## config.mk

```make
export PLATFORM = sky130hd
export DESIGN_NAME = crs_sequencer
export DESIGN_NICKNAME = d
export VERILOG_FILES = /design/src/crs_pkg.sv /design/src/crs_rel_adder.sv /design/src/crs_nz_flags.sv /design/src/crs_sequencer.sv
export VERILOG_INCLUDE_DIRS = /design/src
export SDC_FILE = /design/constraint.sdc
export NUM_CORES = 1
export LEC_CHECK = 0
export BUFFER_PORTS_ARGS = -buffer_cell sky130_fd_sc_hd__buf_2
export CORE_ASPECT_RATIO = 2
export CORE_UTILIZATION = 50
export DETAILED_ROUTE_END_ITERATION = 6
export PLACE_DENSITY = 0.75
export SLEW_MARGIN = 20
export SYNTH_ARGS = -nofsm -noshare
export SYNTH_HDL_FRONTEND = slang
export SYNTH_SLANG_ARGS = --single-unit
```

## constraint.sdc

```tcl
create_clock -name CLK_I -period 7.1 [get_ports CLK_I]
set_clock_uncertainty 0.15 [all_clocks]
set_input_delay 0.355 -clock CLK_I [delete_from_list [all_inputs] [get_ports CLK_I]]
set_output_delay 0.355 -clock CLK_I [all_outputs]
set_load 0.01 [all_outputs]
```

## src/crs_consts.svh

```systemverilog
// Behaviour
// - call fetches opcode, high, low target bytes
// - one internal cycle builds 16-bit target
// - first push: return low byte, decrement stack
// - second push: return high byte, decrement again
// - saved address follows the three-byte call
// - next cycle fetches subroutine's first opcode
// - decrement takes three cycles, accumulator minus one
// - taken branch adds signed offset to counter
// - zero result: branch falls through
// - return takes six cycles from opcode fetch
// - return pops high, then low, loads counter
// - direct store: fetch, address, build, write
// - direct address high byte is zero
// - immediate load: opcode, then data byte
// - load touches only negative and zero flags
// - zero flag on 00, negative is msb
//
`ifndef CRS_CONSTS_SVH
`define CRS_CONSTS_SVH

// opcodes
`define CRS_OP_LOAD_IMM   8'ha6
`define CRS_OP_STORE_DIR  8'hb7
`define CRS_OP_CALL_ABS   8'hcd
`define CRS_OP_DEC_ACC    8'h4a
`define CRS_OP_BR_NZ      8'h26
`define CRS_OP_RETURN     8'h81

// address pages
`define CRS_DIRECT_PAGE   8'h00
`define CRS_STACK_PAGE    8'h00

// reset values
`define CRS_RST_PC        16'h0100
`define CRS_RST_SP        8'hff
`define CRS_RST_ACC       8'h00
`define CRS_RST_FLAGS     5'h00

// condition flag bit positions (h i n z c)
`define CRS_FLAG_H        4
`define CRS_FLAG_I        3
`define CRS_FLAG_N        2
`define CRS_FLAG_Z        1
`define CRS_FLAG_C        0

`endif

```

## src/crs_pkg.sv

```systemverilog
`default_nettype none

package crs_pkg;

  typedef enum logic [4:0] {
    ST_FETCH,
    ST_LOAD_DATA,
    ST_STORE_ADDR,
    ST_STORE_FORM,
    ST_STORE_WRITE,
    ST_CALL_HI,
    ST_CALL_LO,
    ST_CALL_FORM,
    ST_CALLR_OFS,
    ST_CALLR_FORM,
    ST_PUSH_LO,
    ST_PUSH_HI,
    ST_DEC_1,
    ST_DEC_2,
    ST_BR_OFS,
    ST_BR_EXEC,
    ST_RET_INC1,
    ST_RET_RD_HI,
    ST_RET_INC2,
    ST_RET_RD_LO,
    ST_RET_LOAD
  } crs_state_t;

endpackage : crs_pkg

`default_nettype wire

```

## src/crs_rel_adder.sv

```systemverilog
`timescale 1ns/1ps
`default_nettype none

// program counter plus signed byte offset
module crs_rel_adder (
  input  wire logic [15:0] base_i,
  input  wire logic [7:0]  offset_i,
  output logic      [15:0] sum_o
);

  // sign extend, wrap within 16 bits
  assign sum_o = base_i + {{8{offset_i[7]}}, offset_i};

endmodule : crs_rel_adder

`default_nettype wire

```

## src/crs_nz_flags.sv

```systemverilog
`timescale 1ns/1ps
`default_nettype none

// negative and zero of a result byte
module crs_nz_flags (
  input  wire logic [7:0] value_i,
  output logic            neg_o,
  output logic            zero_o
);

  assign neg_o  = value_i[7];
  assign zero_o = (value_i == 8'h00);

endmodule : crs_nz_flags

`default_nettype wire

```

## src/crs_sequencer.sv

```systemverilog
`timescale 1ns/1ps
`default_nettype none
`include "crs_consts.svh"

module crs_sequencer #(
  parameter logic [7:0] OP_CALL_REL = 8'had  // opcode of the relative call
) (
  input  wire logic        CLK_I,
  input  wire logic        NRST_I,
  input  wire logic [7:0]  MEM_RDATA_I,
  output logic      [15:0] MEM_ADDR_O,
  output logic      [7:0]  MEM_WDATA_O,
  output logic             MEM_WE_O,
  output logic             MEM_RE_O,
  output logic             SYNC_O,
  output logic      [15:0] PC_O,
  output logic      [7:0]  SP_O,
  output logic      [7:0]  ACC_O,
  output logic      [4:0]  FLAGS_O
);

  ////////////////////////////////////////////////////////////////////////////
  // state

  crs_pkg::crs_state_t state_ff;
  crs_pkg::crs_state_t nxt_state;
  logic [15:0] pc_ff;
  logic [15:0] nxt_pc;
  logic [7:0]  sp_ff;
  logic [7:0]  nxt_sp;
  logic [7:0]  acc_ff;
  logic [7:0]  nxt_acc;
  logic [4:0]  flags_ff;
  logic [4:0]  nxt_flags;
  logic [15:0] tgt_ff;
  logic [15:0] nxt_tgt;
  logic [7:0]  ofs_ff;
  logic [7:0]  nxt_ofs;
  logic [7:0]  ea_ff;
  logic [7:0]  nxt_ea;

  logic [15:0] addr_ff;
  logic [15:0] nxt_addr;
  logic [7:0]  wdata_ff;
  logic [7:0]  nxt_wdata;
  logic        we_ff;
  logic        nxt_we;
  logic        re_ff;
  logic        nxt_re;
  logic        sync_ff;
  logic        nxt_sync;

  logic [15:0] rel_sum;
  logic [7:0]  dec_val;
  logic [7:0]  nz_src;
  logic        nz_neg;
  logic        nz_zero;

  ////////////////////////////////////////////////////////////////////////////
  // shared datapath pieces

  // one adder serves both relative call and branch, they never overlap
  crs_rel_adder u_rel_adder (
    .base_i   (pc_ff),
    .offset_i (ofs_ff),
    .sum_o    (rel_sum)
  );

  assign dec_val = acc_ff - 8'h01;

  // flag source: loaded byte or decremented accumulator
  assign nz_src = (state_ff == crs_pkg::ST_LOAD_DATA) ? MEM_RDATA_I : dec_val;

  crs_nz_flags u_nz_flags (
    .value_i (nz_src),
    .neg_o   (nz_neg),
    .zero_o  (nz_zero)
  );

  ////////////////////////////////////////////////////////////////////////////
  // sequencing and register next values

  always_comb begin
    nxt_state = state_ff;
    nxt_pc    = pc_ff;
    nxt_sp    = sp_ff;
    nxt_acc   = acc_ff;
    nxt_flags = flags_ff;
    nxt_tgt   = tgt_ff;
    nxt_ofs   = ofs_ff;
    nxt_ea    = ea_ff;
    case (state_ff)
      crs_pkg::ST_FETCH: begin
        nxt_pc = pc_ff + 16'h0001;
        case (MEM_RDATA_I)
          `CRS_OP_LOAD_IMM:  nxt_state = crs_pkg::ST_LOAD_DATA;
          `CRS_OP_STORE_DIR: nxt_state = crs_pkg::ST_STORE_ADDR;
          `CRS_OP_CALL_ABS:  nxt_state = crs_pkg::ST_CALL_HI;
          OP_CALL_REL:       nxt_state = crs_pkg::ST_CALLR_OFS;
          `CRS_OP_DEC_ACC:   nxt_state = crs_pkg::ST_DEC_1;
          `CRS_OP_BR_NZ:     nxt_state = crs_pkg::ST_BR_OFS;
          `CRS_OP_RETURN:    nxt_state = crs_pkg::ST_RET_INC1;
          default:           nxt_state = crs_pkg::ST_FETCH;       // unknown: one-cycle no-op
        endcase
      end
      // immediate load, only n and z change
      crs_pkg::ST_LOAD_DATA: begin
        nxt_acc                  = MEM_RDATA_I;
        nxt_flags[`CRS_FLAG_N]   = nz_neg;
        nxt_flags[`CRS_FLAG_Z]   = nz_zero;
        nxt_pc                   = pc_ff + 16'h0001;
        nxt_state                = crs_pkg::ST_FETCH;
      end
      // direct store
      crs_pkg::ST_STORE_ADDR: begin
        nxt_ea    = MEM_RDATA_I;
        nxt_state = crs_pkg::ST_STORE_FORM;
      end
      crs_pkg::ST_STORE_FORM: begin
        nxt_pc    = pc_ff + 16'h0001;                             // pc moves in the build cycle
        nxt_state = crs_pkg::ST_STORE_WRITE;
      end
      crs_pkg::ST_STORE_WRITE: begin
        nxt_state = crs_pkg::ST_FETCH;
      end
      // absolute call operand bytes, high first
      crs_pkg::ST_CALL_HI: begin
        nxt_tgt[15:8] = MEM_RDATA_I;
        nxt_pc        = pc_ff + 16'h0001;
        nxt_state     = crs_pkg::ST_CALL_LO;
      end
      crs_pkg::ST_CALL_LO: begin
        nxt_tgt[7:0] = MEM_RDATA_I;
        nxt_pc       = pc_ff + 16'h0001;
        nxt_state    = crs_pkg::ST_CALL_FORM;
      end
      crs_pkg::ST_CALL_FORM: begin
        nxt_state = crs_pkg::ST_PUSH_LO;
      end
      // relative call
      crs_pkg::ST_CALLR_OFS: begin
        nxt_ofs   = MEM_RDATA_I;
        nxt_pc    = pc_ff + 16'h0001;                             // return address
        nxt_state = crs_pkg::ST_CALLR_FORM;
      end
      crs_pkg::ST_CALLR_FORM: begin
        nxt_tgt   = rel_sum;
        nxt_state = crs_pkg::ST_PUSH_LO;
      end
      // pushes: write at sp, then decrement
      crs_pkg::ST_PUSH_LO: begin
        nxt_sp    = sp_ff - 8'h01;
        nxt_state = crs_pkg::ST_PUSH_HI;
      end
      crs_pkg::ST_PUSH_HI: begin
        nxt_sp    = sp_ff - 8'h01;
        nxt_pc    = tgt_ff;
        nxt_state = crs_pkg::ST_FETCH;
      end
      // decrement accumulator
      crs_pkg::ST_DEC_1: begin
        nxt_acc                = dec_val;
        nxt_flags[`CRS_FLAG_N] = nz_neg;
        nxt_flags[`CRS_FLAG_Z] = nz_zero;
        nxt_state              = crs_pkg::ST_DEC_2;
      end
      crs_pkg::ST_DEC_2: begin
        nxt_state = crs_pkg::ST_FETCH;
      end
      // branch if nonzero
      crs_pkg::ST_BR_OFS: begin
        nxt_ofs   = MEM_RDATA_I;
        nxt_pc    = pc_ff + 16'h0001;                             // past the branch
        nxt_state = crs_pkg::ST_BR_EXEC;
      end
      crs_pkg::ST_BR_EXEC: begin
        if (!flags_ff[`CRS_FLAG_Z]) begin
          nxt_pc = rel_sum;
        end else begin
          nxt_pc = pc_ff;
        end
        nxt_state = crs_pkg::ST_FETCH;
      end
      // return: increment before each pop
      crs_pkg::ST_RET_INC1: begin
        nxt_sp    = sp_ff + 8'h01;
        nxt_state = crs_pkg::ST_RET_RD_HI;
      end
      crs_pkg::ST_RET_RD_HI: begin
        nxt_tgt[15:8] = MEM_RDATA_I;
        nxt_state     = crs_pkg::ST_RET_INC2;
      end
      crs_pkg::ST_RET_INC2: begin
        nxt_sp    = sp_ff + 8'h01;
        nxt_state = crs_pkg::ST_RET_RD_LO;
      end
      crs_pkg::ST_RET_RD_LO: begin
        nxt_tgt[7:0] = MEM_RDATA_I;
        nxt_state    = crs_pkg::ST_RET_LOAD;
      end
      crs_pkg::ST_RET_LOAD: begin
        nxt_pc    = tgt_ff;
        nxt_state = crs_pkg::ST_FETCH;
      end
      default: begin
        nxt_state = crs_pkg::ST_FETCH;
      end
    endcase
  end

  ////////////////////////////////////////////////////////////////////////////
  // bus request for the coming cycle, decided from the next state

  // registered so the bus sees clean flop outputs; data returns same cycle
  always_comb begin
    nxt_addr  = nxt_pc;
    nxt_wdata = 8'h00;
    nxt_we    = 1'b0;
    nxt_re    = 1'b0;
    nxt_sync  = 1'b0;
    case (nxt_state)
      crs_pkg::ST_FETCH: begin
        nxt_re   = 1'b1;
        nxt_sync = 1'b1;
      end
      crs_pkg::ST_LOAD_DATA,
      crs_pkg::ST_STORE_ADDR,
      crs_pkg::ST_CALL_HI,
      crs_pkg::ST_CALL_LO,
      crs_pkg::ST_CALLR_OFS,
      crs_pkg::ST_BR_OFS: begin
        nxt_re = 1'b1;
      end
      crs_pkg::ST_STORE_WRITE: begin
        nxt_addr  = {`CRS_DIRECT_PAGE, nxt_ea};
        nxt_wdata = nxt_acc;
        nxt_we    = 1'b1;
      end
      crs_pkg::ST_PUSH_LO: begin
        nxt_addr  = {`CRS_STACK_PAGE, nxt_sp};
        nxt_wdata = nxt_pc[7:0];
        nxt_we    = 1'b1;
      end
      crs_pkg::ST_PUSH_HI: begin
        nxt_addr  = {`CRS_STACK_PAGE, nxt_sp};
        nxt_wdata = nxt_pc[15:8];
        nxt_we    = 1'b1;
      end
      crs_pkg::ST_RET_RD_HI,
      crs_pkg::ST_RET_RD_LO: begin
        nxt_addr = {`CRS_STACK_PAGE, nxt_sp};
        nxt_re   = 1'b1;
      end
      default: begin
        nxt_re = 1'b0;                                            // internal cycle, bus idle
      end
    endcase
  end

  ////////////////////////////////////////////////////////////////////////////
  // registers

  always_ff @(posedge CLK_I or negedge NRST_I) begin
    if (!NRST_I) begin
      state_ff <= crs_pkg::ST_FETCH;
      pc_ff    <= `CRS_RST_PC;
      sp_ff    <= `CRS_RST_SP;
      acc_ff   <= `CRS_RST_ACC;
      flags_ff <= `CRS_RST_FLAGS;
      tgt_ff   <= 16'h0000;
      ofs_ff   <= 8'h00;
      ea_ff    <= 8'h00;
      addr_ff  <= `CRS_RST_PC;   // first fetch already on the bus
      wdata_ff <= 8'h00;
      we_ff    <= 1'b0;
      re_ff    <= 1'b1;
      sync_ff  <= 1'b1;
    end else begin
      state_ff <= nxt_state;
      pc_ff    <= nxt_pc;
      sp_ff    <= nxt_sp;
      acc_ff   <= nxt_acc;
      flags_ff <= nxt_flags;
      tgt_ff   <= nxt_tgt;
      ofs_ff   <= nxt_ofs;
      ea_ff    <= nxt_ea;
      addr_ff  <= nxt_addr;
      wdata_ff <= nxt_wdata;
      we_ff    <= nxt_we;
      re_ff    <= nxt_re;
      sync_ff  <= nxt_sync;
    end
  end

  assign MEM_ADDR_O  = addr_ff;
  assign MEM_WDATA_O = wdata_ff;
  assign MEM_WE_O    = we_ff;
  assign MEM_RE_O    = re_ff;
  assign SYNC_O      = sync_ff;
  assign PC_O        = pc_ff;
  assign SP_O        = sp_ff;
  assign ACC_O       = acc_ff;
  assign FLAGS_O     = flags_ff;

endmodule : crs_sequencer

`default_nettype wire

```

==> impl_summary.log <==
[metrics] status: finished, final reports clean
[metrics] number of nets in the final layout: 804
[metrics] family with the most delay on the worst path: simple AND/OR/NAND/NOR gates
[metrics] number of distinct library cells after synthesis: 74
[metrics] CTS max path bufs: 2
[metrics] Warnings, synthesis: 0
[metrics] standard-cell rows: 57
[metrics] top library cells by usage in the layout, fill and taps aside: 93 x sky130_fd_sc_hd__nand2_1, 86 x sky130_fd_sc_hd__dfrtp_1, 69 x sky130_fd_sc_hd__buf_2, 60 x sky130_fd_sc_hd__o21ai_0, 54 x sky130_fd_sc_hd__nor2_1
[metrics] max_slew headroom: 20.2%
[metrics] Total Die Area: 0.0130 mm²
[metrics] area of all placed cells without fillers: 0.00694 mm²
[metrics] cell area after synthesis: 0.00625 mm²
[metrics] cell accounting for the most synthesized area: sky130_fd_sc_hd__dfrtp_1
[metrics] hpwl dp: 16.2 mm
[metrics] Post-DP Area: 0.00662 mm²
[metrics] largest net degree at the start of global routing: 67
[metrics] post-layout min period: 3.86 ns
[metrics] number of maximum-capacitance violations: 0
[metrics] Vias per Instance: 6.60
[metrics] number of buffers and inverters on the critical path: 1
[metrics] Critical Path RT: 7.16 ns
[metrics] critical path peak fanout: 23
[metrics] number of design-rule violations left by the first detailed-router iteration: 554
[metrics] last weighted congestion value of the routability-driven placer: 0.979
[metrics] critical path endpoint category: flip-flop
[metrics] fin crit share: 54.4%
[metrics] static leakage: 3.14 nW
[metrics] post-synthesis register bit count: 98
[metrics] count of port buffers added during placement: 70
[metrics] number of clock sinks seen by CTS: 98
[metrics] # diodes: 0
[metrics] Worst Min Path Start: MEM_RDATA_I[6]
[metrics] depth of the worst register-to-register path: 12
[metrics] CTS Buf Count: 9
[metrics] slew of the pin with the lowest slew margin: 1.19 ns
[metrics] Area growth, synth to finish: 11.1%
[metrics] Hold WS: 0.268 ns
[metrics] count of TritonRoute iterations in the first routing pass: 6
[metrics] post-DR wirelength/cell: 23.0 µm
[metrics] clock latency reported for the late side of the worst-skew pair: 0.36 ns
[metrics] maximum ir drop on the vdd rail: 0.258 mV
[metrics] kind of critical path: reg2reg
[metrics] fraction of layout instances using a drive strength above 1: 16.9%
[metrics] FFs w/ async S/R, synth: 100%
[metrics] number of instances on the worst hold path: 3
[metrics] beginning of the worst register-to-register path: state_ff[2]$_DFF_PN0_
[metrics] cell chosen for the clock root: sky130_fd_sc_hd__clkbuf_16
[metrics] clock tree from TritonCTS: built
[metrics] final core utilization: 56.9%
[metrics] antenna-violating nets left: 0
[metrics] data arrival time of the worst path: 3.92 ns
[metrics] peak clock frequency supported by timing: 259 MHz
[metrics] top cells by area, synth: sky130_fd_sc_hd__dfrtp_1 34%, sky130_fd_sc_hd__nand2_1 5.6%, sky130_fd_sc_hd__dfstp_2 5.0%
[metrics] initial antenna violation count: 0
[metrics] GRT Total Usage: 34.2%
[metrics] final hold violations: 0
[metrics] via count: 6,082
[metrics] starting utilization of the core area: 51.2%
[metrics] cell count after synthesis: 720
[metrics] core outline area: 0.0122 mm²
[metrics] Most used DFF post-synth: sky130_fd_sc_hd__dfrtp_1
[metrics] Slew Limit Fails: 0
[metrics] Reg-to-Reg End: MEM_ADDR_O[7]$_DFF_PN0_
[metrics] R2R Setup Slk: 3.24 ns
[metrics] vias in the first global route: 6,061
[metrics] crit-path cells: or2_1, nor2_1, inv_1, ha_1, a21oi_1, nor2b_1, o21ai_0, nand2b_1, o41ai_1, mux2i_1, xor2_1, o221ai_1
[metrics] commonest non-fill, non-tap cell in the layout: sky130_fd_sc_hd__nand2_1
[metrics] setup TNS after final layout: 0 ns
[metrics] total of endpoints with negative setup slack in the final report: 0
[metrics] DIE WIDTH: 81.0 µm
[metrics] type of the tightest min-delay check: in2reg
[metrics] cell type of the slowest stage on the worst timing path: sky130_fd_sc_hd__dfrtp_1
[metrics] residual DRC count: 0
[metrics] H-tree levels: 3
[metrics] RSZ-0062 raised after global routing: no
[metrics] # IOs: 74
[metrics] global route overflow: 0
[metrics] clock edge transition at the registers on the reported setup and hold paths: 0.08 ns
[metrics] hold-critical path endpoint: tgt_ff[14]$_DFFE_PN0P_
[metrics] floorplan die height: 160 µm
[metrics] mean cell area of the mapped netlist: 8.68 µm²
[metrics] first-pass GRT wire length: 32.7 mm
[metrics] number of enable flip-flop cells after synthesis: 0
[metrics] fraction of the yosys area taken by sequential cells: 39.5%
[metrics] area share of the largest cell type after synthesis: 34.4%
[metrics] final wirelength: 21.2 mm
[metrics] power density over the cells: 527 mW/mm²
[metrics] Max stage delay on crit path: 0.69 ns
[metrics] category of the worst setup path launch point: flip-flop
-- routing by layer --
layer  part of all wire, %  track usage, %  vias up
met2                    52            59.1      302
li1                      -               -     2709
met5                     0               0        -
met4                   8.7            27.7        0
met3                   5.7            6.57      121
met1                    33            34.1     2950
-- synth_stat cells (6+ instances only) --
cell,n
sky130_fd_sc_hd__ha_1,23
sky130_fd_sc_hd__a221o_1,9
sky130_fd_sc_hd__xnor2_1,16
sky130_fd_sc_hd__nor2b_1,11
sky130_fd_sc_hd__xor2_1,13
sky130_fd_sc_hd__and3_1,9
sky130_fd_sc_hd__dfstp_2,12
sky130_fd_sc_hd__o221ai_1,7
sky130_fd_sc_hd__dfrtp_1,86
sky130_fd_sc_hd__nor3_1,22
sky130_fd_sc_hd__a21o_1,7
sky130_fd_sc_hd__mux2_2,14
sky130_fd_sc_hd__inv_1,26
sky130_fd_sc_hd__nor2_1,54
sky130_fd_sc_hd__clkbuf_1,16
sky130_fd_sc_hd__a31oi_1,13
sky130_fd_sc_hd__buf_2,16
sky130_fd_sc_hd__nand4_1,10
sky130_fd_sc_hd__a22oi_1,24
sky130_fd_sc_hd__o211ai_1,7
sky130_fd_sc_hd__o21a_1,6
sky130_fd_sc_hd__o21ai_0,60
sky130_fd_sc_hd__nand2_1,93
sky130_fd_sc_hd__nand3_1,27
sky130_fd_sc_hd__nand2b_1,10
sky130_fd_sc_hd__a21oi_1,44
-- what timing repair did --
action                    4_1_cts  5_1_grt
gates resized for setup         0        0
hold buffers                    1        0
setup buffers                   0        0
hold endpoints to repair       30        0
-- logic make-up after synthesis --
logic type	count (synthesis)	share of synthesized area (%)
flops	98	39.5
fa+ha+maj	25	5.25
mux	19	3.40
other cells	1	0.0600
simple gates	263	19.9
buf+inv	68	4.95
xor+xnor	29	4.07
compound gates	217	22.9
-- per-stage QoR --
step / std cells / total power (W) / setup WS, ns
finish: 921 / 0.00365 / 3.24
global route: 921 / 0.00391 / 3.14
CTS: 921 / 0.00362 / 3.29
detailed placement: 904 / 0.00311 / 3.32
global placement: 904 / 0.00305 / 3.53
floorplan: 722 / 0.00248 / 4.18
-- how the worst max path moves through the flow --
stage / from / to / slack [ns] / depth (start not counted)
floorplan: state_ff[2]$_DFF_PN0_ / MEM_ADDR_O[7]$_DFF_PN0_ / 4.18 / 13
global placement: state_ff[2]$_DFF_PN0_ / MEM_ADDR_O[7]$_DFF_PN0_ / 3.53 / 12
detailed placement: state_ff[2]$_DFF_PN0_ / MEM_ADDR_O[7]$_DFF_PN0_ / 3.32 / 12
CTS: state_ff[2]$_DFF_PN0_ / MEM_ADDR_O[7]$_DFF_PN0_ / 3.29 / 12
global route: state_ff[2]$_DFF_PN0_ / MEM_ADDR_O[7]$_DFF_PN0_ / 3.14 / 12
finish: state_ff[2]$_DFF_PN0_ / MEM_ADDR_O[7]$_DFF_PN0_ / 3.24 / 12
-- report_power, final --
| group | leakage [nW] | switching, W | internal, W |
|---|---|---|---|
| clock | 0.150 | 0.000250 | 0.000251 |
| sequential | 1.21 | 0.000297 | 0.000827 |
| combinational | 1.79 | 0.00125 | 0.000780 |
-- flip-flops by register name, summed over array words and instances, names as in the netlist, 2 cells and up --
signal	cells
PC_O	16
MEM_ADDR_O	16
state_ff	5
FLAGS_O	2
ACC_O	8
SP_O	8
MEM_WDATA_O	8
tgt_ff	16
ea_ff	8
ofs_ff	8
-- layout make-up --
type                       instances  area, µm²
clock inverter                     7       81.3
sequential                        98       2470
multi-input combinational        556       3480
clock buffer                       9        225
tap                              147        184
timing repair buffer              75        393
inverter                          29        109
fill                            1158       5260
-- worst min-delay path, stage by stage --
cell and delay, ns:
sky130_fd_sc_hd__buf_2 0.21, sky130_fd_sc_hd__a22oi_1 0.12, sky130_fd_sc_hd__nand2_1 0.05
Note: power is estimated with default switching activity, not from simulation.
